### config.mk
export PLATFORM = sky130hd
export DESIGN_NAME = dofc_top
export DESIGN_NICKNAME = d
export VERILOG_FILES = /design/src/rtl/dofc_pkg.sv /design/src/rtl/dofc_top.sv
export VERILOG_INCLUDE_DIRS = /design/src /design/src/rtl
export SDC_FILE = /design/constraint.sdc
export NUM_CORES = 1
export LEC_CHECK = 0
export ABC_AREA = 1
export BUFFER_PORTS_ARGS = -buffer_cell sky130_fd_sc_hd__buf_2
export CAP_MARGIN = 40
export CORE_AREA = 8 8 169 155
export CTS_CLUSTER_DIAMETER = 80
export DETAILED_ROUTE_END_ITERATION = 7
export DIE_AREA = 0 0 177 163
export GPL_ROUTABILITY_DRIVEN = 1
export HOLD_SLACK_MARGIN = 0.1
export PLACE_DENSITY = 0.74
export SETUP_SLACK_MARGIN = 0.5
export SKIP_CTS_REPAIR_TIMING = 1
export SYNTH_ARGS = -nofsm -noshare
export SYNTH_HDL_FRONTEND = slang
export SYNTH_SLANG_ARGS = --single-unit
### constraint.sdc
create_clock -name pclk -period 3.85 [get_ports pclk]
set_input_delay 0.385 -clock pclk [delete_from_list [all_inputs] [get_ports pclk]]
set_output_delay 0.385 -clock pclk [all_outputs]
set_load 0.05 [all_outputs]
### src/rtl/dofc_map.svh
// Register offsets, field positions, reset values and timing counts for the output control block.
// Assumes a 32-bit APB bus on a 200 MHz clock.
`ifndef DOFC_MAP_SVH
`define DOFC_MAP_SVH

// Register byte offsets
`define DOFC_EXT_CFG_OFS 12'h000
`define DOFC_INT_CFG_OFS 12'h004
`define DOFC_PIN2_CFG_OFS 12'h008
`define DOFC_PIN3_CFG_OFS 12'h00C
`define DOFC_FAULT_OFS 12'h010
`define DOFC_STATE_OFS 12'h014

// Output configuration fields (same layout for external and internal)
`define DOFC_MODE_LSB 0
`define DOFC_MODE_W 3
`define DOFC_SRC_BIT 3
`define DOFC_T1_LSB 4
`define DOFC_T2_LSB 8
`define DOFC_TIME_W 4
`define DOFC_DATA_BIT 12
`define DOFC_CFG_MASK 32'h0000_1FFF
`define DOFC_CFG_RESET 32'h0000_0000

// Pin configuration code that hands the output to the pin
`define DOFC_PIN_DRIVE_CODE 32'h0000_0004
`define DOFC_PIN_RESET 32'h0000_0000

// Fault status bits
`define DOFC_F_EXT_SC 0
`define DOFC_F_INT_SC 1
`define DOFC_F_EXT_TO 2
`define DOFC_F_INT_TO 3
`define DOFC_F_THERM 4
`define DOFC_FAULT_W 5

// Timer unit: one code step is 10 us
`define DOFC_TIME_UNIT_NS 10000
`define DOFC_CLK_PERIOD_NS 5
`define DOFC_UNIT_CYCLES (`DOFC_TIME_UNIT_NS / `DOFC_CLK_PERIOD_NS)

`endif

### src/rtl/dofc_pkg.sv
// Types shared by the output control block.
// Assumes the map header supplies the register numbers; the mode codes and widths are set here.
package dofc_pkg;

	typedef enum logic [2:0] {
		DOFC_M_OFF = 3'h0,
		DOFC_M_SRC = 3'h1,
		DOFC_M_SNK = 3'h2,
		DOFC_M_PP = 3'h3,
		DOFC_M_SRC_DIODE = 3'h4
	} dofc_mode_t;

	typedef enum logic [1:0] {
		DOFC_SC_IDLE,
		DOFC_SC_T1,
		DOFC_SC_WAIT,
		DOFC_SC_T2
	} dofc_sc_t;

endpackage

### src/rtl/dofc_top.sv
// Digital output FET control with APB registers, short-circuit timers and thermal shutdown of the internal stage.
// Assumes detector and pin inputs are asynchronous and the APB master is on pclk.
`timescale 1ns/100ps
`include "dofc_map.svh"

module dofc_top (
	// APB
	input wire logic pclk,
	input wire logic presetn,
	input wire logic psel,
	input wire logic penable,
	input wire logic pwrite,
	input wire logic [11:0] paddr,
	input wire logic [31:0] pwdata,
	output logic [31:0] prdata,
	output logic pready,
	output logic pslverr,
	// Pins and analog detectors
	input wire logic gpio_b,
	input wire logic gpio_c,
	input wire logic ext_sc_det,
	input wire logic int_sc_det,
	input wire logic over_temp,
	// External FET stage
	output logic ext_pfet_gate,
	output logic ext_nfet_gate,
	output logic smart_diode_gate,
	output logic ext_high_limit,
	// Internal FET stage
	output logic int_src_fet,
	output logic int_snk_fet,
	output logic int_high_limit,
	// Fault notice, active low
	output logic alert_n
);

	logic [12:0] ext_output_cfg_r;
	logic [12:0] int_output_cfg_r;
	logic [31:0] second_pin_cfg_r;
	logic [31:0] third_pin_cfg_r;
	logic [`DOFC_FAULT_W-1:0] fault_r;
	logic [4:0] s1_r;
	logic [4:0] s2_r;
	logic wr_en;
	logic rd_en;
	logic ext_on;
	logic int_on;
	logic ext_to;
	logic int_to;
	logic ext_sc_ev;
	logic int_sc_ev;
	logic ext_hi;
	logic int_hi;
	logic therm_off_r;
	logic ext_drive;
	logic int_drive;
	logic [4:0] clr;

	function automatic logic [15:0] dofc_cycles(input logic [3:0] code);
		dofc_cycles = 16'(code) * 16'(`DOFC_UNIT_CYCLES);
	endfunction

	// Detector and pin synchronisers
	always_ff @(posedge pclk or negedge presetn) begin
		if (!presetn) begin
			s1_r <= 5'h00;
			s2_r <= 5'h00;
		end else begin
			s1_r <= {over_temp, int_sc_det, ext_sc_det, gpio_c, gpio_b};
			s2_r <= s1_r;
		end
	end

	// APB slave, zero wait states
	assign pready = 1'b1;
	assign wr_en = psel && penable && pwrite;
	assign rd_en = psel && !penable && !pwrite;
	assign pslverr = psel && penable && (paddr > `DOFC_STATE_OFS || paddr[1:0] != 2'b00);

	always_ff @(posedge pclk or negedge presetn) begin
		if (!presetn) begin
			second_pin_cfg_r <= `DOFC_PIN_RESET;
			third_pin_cfg_r <= `DOFC_PIN_RESET;
		end else if (wr_en) begin
			if (paddr == `DOFC_PIN2_CFG_OFS) second_pin_cfg_r <= pwdata;
			if (paddr == `DOFC_PIN3_CFG_OFS) third_pin_cfg_r <= pwdata;
		end
	end

	// Timeout forces mode to disabled; a host write in the same cycle loses
	always_ff @(posedge pclk or negedge presetn) begin
		if (!presetn) begin
			ext_output_cfg_r <= 13'(`DOFC_CFG_RESET);
		end else if (ext_to) begin
			ext_output_cfg_r[2:0] <= dofc_pkg::DOFC_M_OFF;
		end else if (wr_en && paddr == `DOFC_EXT_CFG_OFS) begin
			ext_output_cfg_r <= pwdata[12:0];
		end
	end

	always_ff @(posedge pclk or negedge presetn) begin
		if (!presetn) begin
			int_output_cfg_r <= 13'(`DOFC_CFG_RESET);
		end else if (int_to) begin
			int_output_cfg_r[2:0] <= dofc_pkg::DOFC_M_OFF;
		end else if (wr_en && paddr == `DOFC_INT_CFG_OFS) begin
			int_output_cfg_r <= pwdata[12:0];
		end
	end

	// Output data selection
	always_comb begin
		if (ext_output_cfg_r[`DOFC_SRC_BIT] && second_pin_cfg_r == `DOFC_PIN_DRIVE_CODE)
			ext_drive = s2_r[0];
		else
			ext_drive = ext_output_cfg_r[`DOFC_DATA_BIT];
		if (int_output_cfg_r[`DOFC_SRC_BIT] && third_pin_cfg_r == `DOFC_PIN_DRIVE_CODE)
			int_drive = s2_r[1];
		else
			int_drive = int_output_cfg_r[`DOFC_DATA_BIT];
	end

	// Gate decode per mode
	always_comb begin
		ext_pfet_gate = 1'b0;
		ext_nfet_gate = 1'b0;
		smart_diode_gate = 1'b0;
		unique case (ext_output_cfg_r[2:0])
			dofc_pkg::DOFC_M_SRC: ext_pfet_gate = ext_drive;
			dofc_pkg::DOFC_M_SNK: ext_nfet_gate = ext_drive;
			dofc_pkg::DOFC_M_PP: begin
				ext_pfet_gate = ext_drive;
				ext_nfet_gate = !ext_drive;
			end
			dofc_pkg::DOFC_M_SRC_DIODE: begin
				ext_pfet_gate = ext_drive;
				smart_diode_gate = ext_drive;
			end
			default: ;
		endcase
		int_src_fet = 1'b0;
		int_snk_fet = 1'b0;
		if (!therm_off_r) begin
			unique case (int_output_cfg_r[2:0])
				dofc_pkg::DOFC_M_SRC: int_src_fet = int_drive;
				dofc_pkg::DOFC_M_SNK: int_snk_fet = int_drive;
				dofc_pkg::DOFC_M_PP: begin
					int_src_fet = int_drive;
					int_snk_fet = !int_drive;
				end
				default: ;
			endcase
		end
	end

	assign ext_on = ext_pfet_gate || ext_nfet_gate;
	assign int_on = int_src_fet || int_snk_fet;
	assign ext_high_limit = ext_hi;
	assign int_high_limit = int_hi;

	// Thermal shutdown of the internal stage with automatic retry
	always_ff @(posedge pclk or negedge presetn) begin
		if (!presetn)
			therm_off_r <= 1'b0;
		else if (int_output_cfg_r[2:0] == dofc_pkg::DOFC_M_OFF)
			therm_off_r <= 1'b0;
		else
			therm_off_r <= s2_r[4];
	end

	// Short-circuit timers, one per stage
	for (genvar g = 0; g < 2; g++) begin : g_sc
		dofc_pkg::dofc_sc_t st_r;
		logic [15:0] cnt_r;
		logic on;
		logic sc;
		logic pp;
		logic on_d_r;
		logic [3:0] t1;
		logic [3:0] t2;
		logic to_ev;
		logic sc_ev;
		assign on = (g == 0) ? ext_on : int_on;
		assign sc = s2_r[2 + g];
		assign pp = ((g == 0) ? ext_output_cfg_r[2:0] : int_output_cfg_r[2:0]) == dofc_pkg::DOFC_M_PP;
		assign t1 = (g == 0) ? ext_output_cfg_r[7:4] : int_output_cfg_r[7:4];
		assign t2 = (g == 0) ? ext_output_cfg_r[11:8] : int_output_cfg_r[11:8];
		assign sc_ev = on && sc && st_r != dofc_pkg::DOFC_SC_T1;
		assign to_ev = st_r == dofc_pkg::DOFC_SC_T2 && cnt_r == 16'h0000 && sc;
		always_ff @(posedge pclk or negedge presetn) begin
			if (!presetn) begin
				st_r <= dofc_pkg::DOFC_SC_IDLE;
				cnt_r <= 16'h0000;
				on_d_r <= 1'b0;
			end else begin
				on_d_r <= on;
				if (!on) begin
					st_r <= dofc_pkg::DOFC_SC_IDLE;
					cnt_r <= 16'h0000;
				end else unique case (st_r)
					dofc_pkg::DOFC_SC_IDLE: if (!on_d_r && t1 != 4'h0 && !pp) begin
						st_r <= dofc_pkg::DOFC_SC_T1;
						cnt_r <= dofc_cycles(t1) - 16'h0001;
					end else begin
						st_r <= dofc_pkg::DOFC_SC_WAIT;
					end
					dofc_pkg::DOFC_SC_T1: if (cnt_r == 16'h0000)
						st_r <= dofc_pkg::DOFC_SC_WAIT;
					else
						cnt_r <= cnt_r - 16'h0001;
					dofc_pkg::DOFC_SC_WAIT: if (sc) begin
						st_r <= dofc_pkg::DOFC_SC_T2;
						cnt_r <= dofc_cycles(t2);
					end
					dofc_pkg::DOFC_SC_T2: if (cnt_r == 16'h0000)
						st_r <= dofc_pkg::DOFC_SC_IDLE;
					else if (!sc)
						st_r <= dofc_pkg::DOFC_SC_WAIT;
					else
						cnt_r <= cnt_r - 16'h0001;
				endcase
			end
		end
		if (g == 0) begin : g_e
			assign ext_to = to_ev;
			assign ext_sc_ev = sc_ev;
			assign ext_hi = st_r == dofc_pkg::DOFC_SC_T1;
		end else begin : g_i
			assign int_to = to_ev;
			assign int_sc_ev = sc_ev;
			assign int_hi = st_r == dofc_pkg::DOFC_SC_T1;
		end
	end

	// Sticky fault flags, write one to clear, set wins
	assign clr = (wr_en && paddr == `DOFC_FAULT_OFS) ? pwdata[4:0] : 5'h00;
	always_ff @(posedge pclk or negedge presetn) begin
		if (!presetn)
			fault_r <= 5'h00;
		else
			fault_r <= (fault_r & ~clr) | {s2_r[4] && int_output_cfg_r[2:0] != 3'h0,
				int_to, ext_to, int_sc_ev, ext_sc_ev};
	end
	assign alert_n = !(|fault_r);

	// Read data registered in setup phase
	always_ff @(posedge pclk or negedge presetn) begin
		if (!presetn)
			prdata <= 32'h0000_0000;
		else if (rd_en) begin
			unique case (paddr)
				`DOFC_EXT_CFG_OFS: prdata <= {19'h0, ext_output_cfg_r};
				`DOFC_INT_CFG_OFS: prdata <= {19'h0, int_output_cfg_r};
				`DOFC_PIN2_CFG_OFS: prdata <= second_pin_cfg_r;
				`DOFC_PIN3_CFG_OFS: prdata <= third_pin_cfg_r;
				`DOFC_FAULT_OFS: prdata <= {27'h0, fault_r};
				`DOFC_STATE_OFS: prdata <= {24'h0, int_hi, ext_hi, therm_off_r, s2_r[4:0]};
				default: prdata <= 32'h0000_0000;
			endcase
		end
	end

	chk_timeout_clears_mode: assert property (@(posedge pclk) disable iff (!presetn)
		ext_to |=> ext_output_cfg_r[2:0] == 3'h0 && !ext_pfet_gate && fault_r[2])
		else $error("external timeout did not disable output");
	chk_no_t1_pushpull: assert property (@(posedge pclk) disable iff (!presetn)
		ext_output_cfg_r[2:0] == 3'h3 && $past(ext_output_cfg_r[2:0]) == 3'h3 |-> !ext_hi)
		else $error("high limit in push-pull");
	chk_flag_sticky: assert property (@(posedge pclk) disable iff (!presetn)
		fault_r[0] && !clr[0] |=> fault_r[0])
		else $error("fault flag dropped without clear");
	chk_alert_follows: assert property (@(posedge pclk) disable iff (!presetn)
		ext_sc_ev |=> !alert_n)
		else $error("alert not raised on short");
	chk_therm_off: assert property (@(posedge pclk) disable iff (!presetn)
		therm_off_r |-> !int_src_fet && !int_snk_fet)
		else $error("internal FET on during shutdown");
	chk_diode_gate: assert property (@(posedge pclk) disable iff (!presetn)
		smart_diode_gate |-> ext_pfet_gate && ext_output_cfg_r[2:0] == 3'h4)
		else $error("smart diode gate wrong");
	chk_t1_quiet: assert property (@(posedge pclk) disable iff (!presetn)
		ext_hi && !fault_r[0] |=> !fault_r[0])
		else $error("alert during high-limit window");
	chk_pp_both: assert property (@(posedge pclk) disable iff (!presetn)
		int_output_cfg_r[2:0] == 3'h3 && !therm_off_r |-> int_src_fet != int_snk_fet)
		else $error("push-pull FETs not complementary");

endmodule

==> metrics.csv, run 1 <==
stage;metric;value;unit
run_status;outcome;complete, no violations;
layout;fillers;2025;
placement;port_buffers;94;
clock_network;numCtsBuffers;17;
route;ant_nets;0;
synth;async_flop_share;100.0;%
route;first_pass_iters;5;
route;routed_wirelength;32540;µm
clock_network;h-tree-depth;4;
synth;synth_cell_types;55;
global_route;track_usage;22.28;%
worst_setup_path;endpoint;g_sc[1].cnt_r[13];
synth;ys_seq_area_share;37.63;%
worst_setup_path;rrSetupSlack;0.53;ns
clock_network;cts_tree;yes;
die;dieWidth;177;µm
power_and_ir_drop;p_leak;7.217;nW
power_and_ir_drop;power_density;285.2;mW/mm²
timing;layout_setup_ws;0.5317;ns
synth;synth_seq_cells;176;
layout;insertedDiodeCount;0;
worst_setup_path;cp-startpoint;int_output_cfg_r[6];
synth;synth_area_per_cell;7.518;µm²
synth;synth_area_leaders;dfrtp_1, nand2_1, inv_1;
timing;min_period;3.318;ns
layout;syn_to_final_growth;16.13;%
die;die_y;163;µm
route;vias_per_cell;5.453;
clock_network;cts_root_buffer;clkbuf_16;
die;core;0.02314;mm²
clock_network;clock_sinks;176;
global_route;antenna_found_initial;0;
synth;synth_most_common_cell;nand2_1;
worst_setup_path;required;4.23;ns
synth;netlist_top_cells_count;nand2_1, inv_1, dfrtp_1;
placement;hpwl;23570;µm
clock_network;clk_latency;0.45;ns
route;drc;0;
route;drtIter0Drc;1157;
worst_setup_path;endpoint_kind;register;
global_route;grt_pass1_wl;52250;µm
synth;synth_edf_count;0;
synth;yosysWarnings;0;
placement;place_ws;0.3579;ns
timing;finalClockSkew;0.02056;ns
clock_network;clockBufferDepth;2;
layout;multi_input_area;0.006381;mm²
min_path;hp-class;primary input to register;
route;routedWlPerCell;16.44;µm
layout;drive_above_1_share;15.32;%
clock_network;path_clk_slew;0.09;ns
placement;gp_congestion;0.9528;
synth;mappedNetlistNets;1702;
die;row_count;53;
timing;slew_violations;0;
worst_setup_path;cp_max_fo;6;
timing;relSlewSlack;46.72;%
worst_setup_path;start_kind;register;
timing;rsz0062_at_grt;true;
timing;tns;0;ns
global_route;overflow;0;
synth;netlist.area_leader.share;37.63;%
synth;yosys.area.top_type;dfrtp_1;
layout;postLayoutCoreUtil;58.73;%
synth;ys.flop_type;dfrtp_1;
synth;syn_inst;1557;
timing;finalSetupViolations;0;
die;ios;96;
die;dieArea;0.02885;mm²
worst_setup_path;r2r_end;g_sc[1].cnt_r[13];
die;start_util;50.58;%
global_route;grt_pass1_vias;10310;
layout;regArea;0.004417;mm²
synth;synth_area;0.01170;mm²
route;via_count;10800;
worst_setup_path;worstPathArrival;3.70;ns
timing;tightest_slew;0.7962;ns
global_route;grt_max_degree;89;
worst_setup_path;reg2reg_depth;18;
flow_run;cap_violations;0;
timing;fmax;301.4;MHz
timing;hold_viol_final;0;
timing;period_share;86.19;%
worst_setup_path;worstReg2RegStart;int_output_cfg_r[6];
worst_setup_path;crit_type;register to register;
layout;nets;1810;
power_and_ir_drop;vdd_drop_max;0.2807;mV
## stage by stage
step	cells	area [µm²]	power, mW	hold WS [ns]
4_1_cts	1956	13170	3.889	-0.03643
3_5_place_dp	1924	12530	2.049	0.3387
3_3_place_gp	1923	12500	2.045	0.3383
5_1_grt	1980	13590	3.986	0.1743
2_1_floorplan	1557	11710	1.948	0.08941
6_report	1980	13590	3.876	0.1776
## critical path, cell delays in order, from the launching register on
cell and delay, ns:
dfrtp_2 0.46, fa_2 0.62, inv_2 0.06, fa_1 0.51, inv_2 0.04, ha_4 0.31, nand3_2 0.08, nand3_2 0.09
xor2_2 0.22, inv_1 0.08, nor2_2 0.13, nand2_2 0.08, nor2_2 0.12, nand2_1 0.08, nand2_1 0.06, o21ai_1 0.06
nor2_1 0.11, nand2_2 0.06, nand2_1 0.08
## cell usage in the layout, fill, tap and decap left out, types with 3 or more instances in the layout
cell type and instances:
a21o_1 4, nand2_2 21, clkinv_8 6, o2111ai_1 8, inv_6 3, a21oi_2 4, o22ai_1 29, clkbuf_16 17
a31oi_1 3, nand3_1 104, nand3_2 10, o21bai_1 3, xor2_1 9, dfrtp_1 166, nor4_1 3, inv_12 4
buf_4 34, o21ai_0 130, nand4_1 23, ha_1 59, ha_4 4, buf_2 93, nor2_2 6, nand3b_1 3
o21ai_1 58, inv_1 240, nand2_4 4, inv_2 8, dfrtp_2 10, nor2_1 121, dlygate4sd3_1 6, nor3_1 21
xnor2_1 11, fa_2 5, fa_1 23, nand2_1 337, a21oi_1 48
## layer usage
metal / global-route usage (%) / up-vias / wire (µm)
met5: 0 / - / 0
met1: 30.93 / 5112 / 14610
met3: 3.825 / 54 / 1935
met4: 6.071 / 0 / 722
li1: - / 5234 / -
met2: 35.35 / 396 / 15270
## final cells by class
| class | instances | area share (%) |
|---|---|---|
| inverter | 249 | 6.876 |
| clock buffer | 17 | 3.130 |
| sequential | 176 | 32.49 |
| timing repair buffer | 136 | 6.176 |
| multi-input combinational | 1085 | 46.94 |
| tap | 302 | 2.780 |
| clock inverter | 15 | 1.602 |
## registers in the layout, summed over array words and instances, names as in the netlist
signal,flops
second_pin_cfg_r,32
fault_r,5
third_pin_cfg_r,32
therm_off_r,1
int_output_cfg_r,13
prdata,32
s2_r,5
s1_r,5
g_sc.cnt_r,32
g_sc.on_d_r,2
ext_output_cfg_r,13
g_sc.st_r,4
## kinds of logic after synthesis
group           Yosys count  share of synthesized area, %
compound gates          299                         13.79
xor+xnor                 24                         1.796
fa+ha+maj                91                         11.52
buf+inv                 296                         9.824
flops                   176                         37.63
other cells               1                       0.03204
simple gates            670                         25.41
## power by group
part	internal, mW	total [mW]	switching, mW
sequential	1.85	1.86	0.00547
clock	0.912	1.86	0.945
combinational	0.0481	0.160	0.112
## how the worst min path moves through the flow
stage	start	end	slack [ns]	cells after the start
after floorplan	presetn	ext_output_cfg_r[0]	0.09	0
after global placement	s1_r[2]	s2_r[2]	0.34	0
after detailed placement	s1_r[2]	s2_r[2]	0.34	0
after CTS	presetn	third_pin_cfg_r[19]	-0.04	2
after global routing	pwdata[27]	second_pin_cfg_r[27]	0.17	3
final	pwdata[21]	second_pin_cfg_r[21]	0.18	3
No activity file was read; power rests on OpenSTA's default activity.
==> inputs of run 2 (changes only) <==
BUFFER_PORTS_ARGS = unset   (was -buffer_cell sky130_fd_sc_hd__buf_2)
DONT_BUFFER_PORTS = 1   (was unset)
MAX_ROUTING_LAYER = met4   (was unset)
PLACE_DENSITY = 0.71   (was 0.74)
==> run 2 against run 1 <==
- the flow now finishes with violations (negative hold slack)
- design area down 2.3%
- total power down 1.8%
- first-iteration DRC count down 19%
- core utilization down 1.4 points
- count of clock-buffer cells in the layout unchanged
- critical endpoint unchanged
- largest power group unchanged
==> metrics.csv, run 2 (synthesis results as in run 1) <==
stage;metric;value;unit;change
global_route;grt_pass1_vias;9952;;-3.4%
timing;min_period;3.233;ns;-0.08514 ns
timing;tns;0;ns;unchanged
route;drtIter0Drc;935;;-19%
timing;hold_slack;-0.3306;ns;-0.5082 ns
die;ios;96;;unchanged
worst_setup_path;worstPathArrival;3.62;ns;-0.08 ns
timing;tightest_slew;0.8233;ns;+0.02711 ns
layout;insertedDiodeCount;0;;unchanged
global_route;track_usage;22.89;%;+0.61 points
route;via_count;10460;;-3.2%
clock_network;clock_sinks;176;;unchanged
timing;layout_setup_ws;0.6169;ns;+0.08514 ns
layout;layout_common_cells;nand2_1, inv_1, dfrtp_1;;
worst_setup_path;cp_cell_sequence;fa_2, inv_2, fa_1, inv_2, ha_4, nand3_2, nand3_2, xor2_2, inv_1, nor2_2, nand2_2, nor2_4, nand2_2, nand2_1, o21ai_1, nor2_1, nand2_2, nand2_1;;
die;start_util;50.58;%;unchanged
clock_network;h-tree-depth;4;;unchanged
global_route;grt_pass1_wl;51670;µm;-1.1%
timing;period_share;83.98;%;-2.2 points
flow_run;cap_violations;0;;unchanged
power_and_ir_drop;p_leak;6.793;nW;-5.9%
placement;hpwl;23220;µm;-1.5%
layout;drive_above_1_share;11.23;%;-4.1 points
worst_setup_path;endpoint_kind;register;;
global_route;grt.busiest_layer;met2;;
route;routed_wirelength;32490;µm;-0.16%
global_route;overflow;0;;unchanged
global_route;antenna_found_initial;0;;unchanged
worst_setup_path;path_common_cell;nand2_2;;
die;die_y;163;µm;unchanged
timing;fmax;309.3;MHz;+2.6%
route;drc;0;;unchanged
layout;final_common_cell;nand2_1;;
worst_setup_path;cp_max_fo;5;;-1
clock_network;clk_latency;0.44;ns;about the same
run_status;outcome;finished with violations;;
placement;port_buffers;0;;-100%
timing;slew_violations;0;;unchanged
global_route;met2_usage;34.71;%;-0.64 points
clock_network;path_clk_slew;0.08;ns;about the same
placement;gp_congestion;0.9227;;-3.2%
worst_setup_path;required;4.23;ns;about the same
clock_network;clockBufferDepth;2;;unchanged
route;first_pass_iters;5;;unchanged
run_status;violations;negative hold slack;;
route;vias_per_cell;5.514;;+1.1%
timing;relSlewSlack;44.91;%;-1.8 points
worst_setup_path;cpPeakStageDelay;0.60;ns;-0.02 ns
die;dieArea;0.02885;mm²;unchanged
layout;nets;1726;;-4.6%
die;dieWidth;177;µm;unchanged
global_route;use_met3;4.474;%;+0.65 points
worst_setup_path;start_kind;register;;
route;routedWlPerCell;17.14;µm;+4.3%
timing;finalClockSkew;0.01654;ns;-0.004014 ns
worst_setup_path;crit_slowest_cell;fa_2;;
timing;finalSetupViolations;0;;unchanged
power_and_ir_drop;vdd_drop_max;0.2475;mV;-12%
clock_network;numCtsBuffers;17;;unchanged
global_route;grtUsageMet1;30.99;%;+0.065 points
layout;syn_to_final_growth;13.45;%;
timing;hold_viol_final;176;;+176
placement;place_ws;0.3384;ns;-0.01953 ns
die;row_count;53;;unchanged
route;ant_nets;0;;unchanged
global_route;grt_max_degree;177;;+99%
clock_network;cts_root_buffer;clkbuf_16;;
die;core;0.02314;mm²;unchanged
timing;rsz0062_at_grt;false;;
clock_network;cts_tree;yes;;
worst_setup_path;crit_type;register to register;;
min_path;hp-class;primary input to asynchronous set/reset pin;;
power_and_ir_drop;power_density;286.7;mW/mm²;+0.52%
run 2: layer usage:
layer / vias to the layer above / wire length (µm)
met2: 337 / 15150
met4: 0 / 576
met3: 50 / 2204
li1: 5079 / -
met1: 4989 / 14560
met5: - / 0
run 2: critical path, delay by kind of cell, from the launching register on:
| kind | cells | cell delay [ns] |
|---|---|---|
| AO/OA/AOI/OAI | 1 | 0.06 |
| XOR/XNOR | 1 | 0.19 |
| adder cells (fa/ha/maj) | 3 | 1.39 |
| buffers and inverters | 3 | 0.18 |
| flip-flops | 1 | 0.45 |
| AND/OR/NAND/NOR | 10 | 0.90 |
run 2: cell type report:
cell class	count	area, µm²
Fill cell	2091	9864
Tap cell	302	377.9
Sequential cell	176	4417
Inverter	249	934.6
Multi-Input combinational cell	1085	6470
Clock buffer	17	425.4
Clock inverter	15	211.5
Timing Repair Buffer	52	442.9
run 2: through the flow:
step                      hold WS, ns  utilization (%)  cell area, µm²  std cells  power, mW
final                         -0.3306            57.38           13280       1896      3.807
after global routing          -0.3613            57.38           13280       1896      3.911
after CTS                     -0.3546            54.71           12660       1862      3.802
after detailed placement       0.1127            51.95           12020       1830      1.974
after global placement         0.1124            51.92           12020       1829      1.974
after floorplan               0.08941                -           11710       1557      1.948
run 2: report_power, final:
part | switching [mW] | leakage, nW | internal [mW]
logic | 0.0669 | 4.09 | 0.0301
registers | 0.00491 | 2.39 | 1.85
clock network | 0.944 | 0.305 | 0.908
total | 1.02 | 6.79 | 2.79
run 2: final timing paths:
kind | slack [ns] | end | cells after the start | start
min reg2reg | 0.35 | s2_r[3] | 0 | s1_r[3]
max | 0.62 | g_sc[1].cnt_r[13] | 18 | int_output_cfg_r[6]
max reg2reg | 0.62 | g_sc[1].cnt_r[13] | 18 | int_output_cfg_r[6]
min in group pclk | 0.10 | second_pin_cfg_r[16] | 2 | pwdata[16]
min | -0.33 | int_output_cfg_r[5] | 0 | presetn
max in group asynchronous | 3.84 | ext_output_cfg_r[10] | 0 | presetn
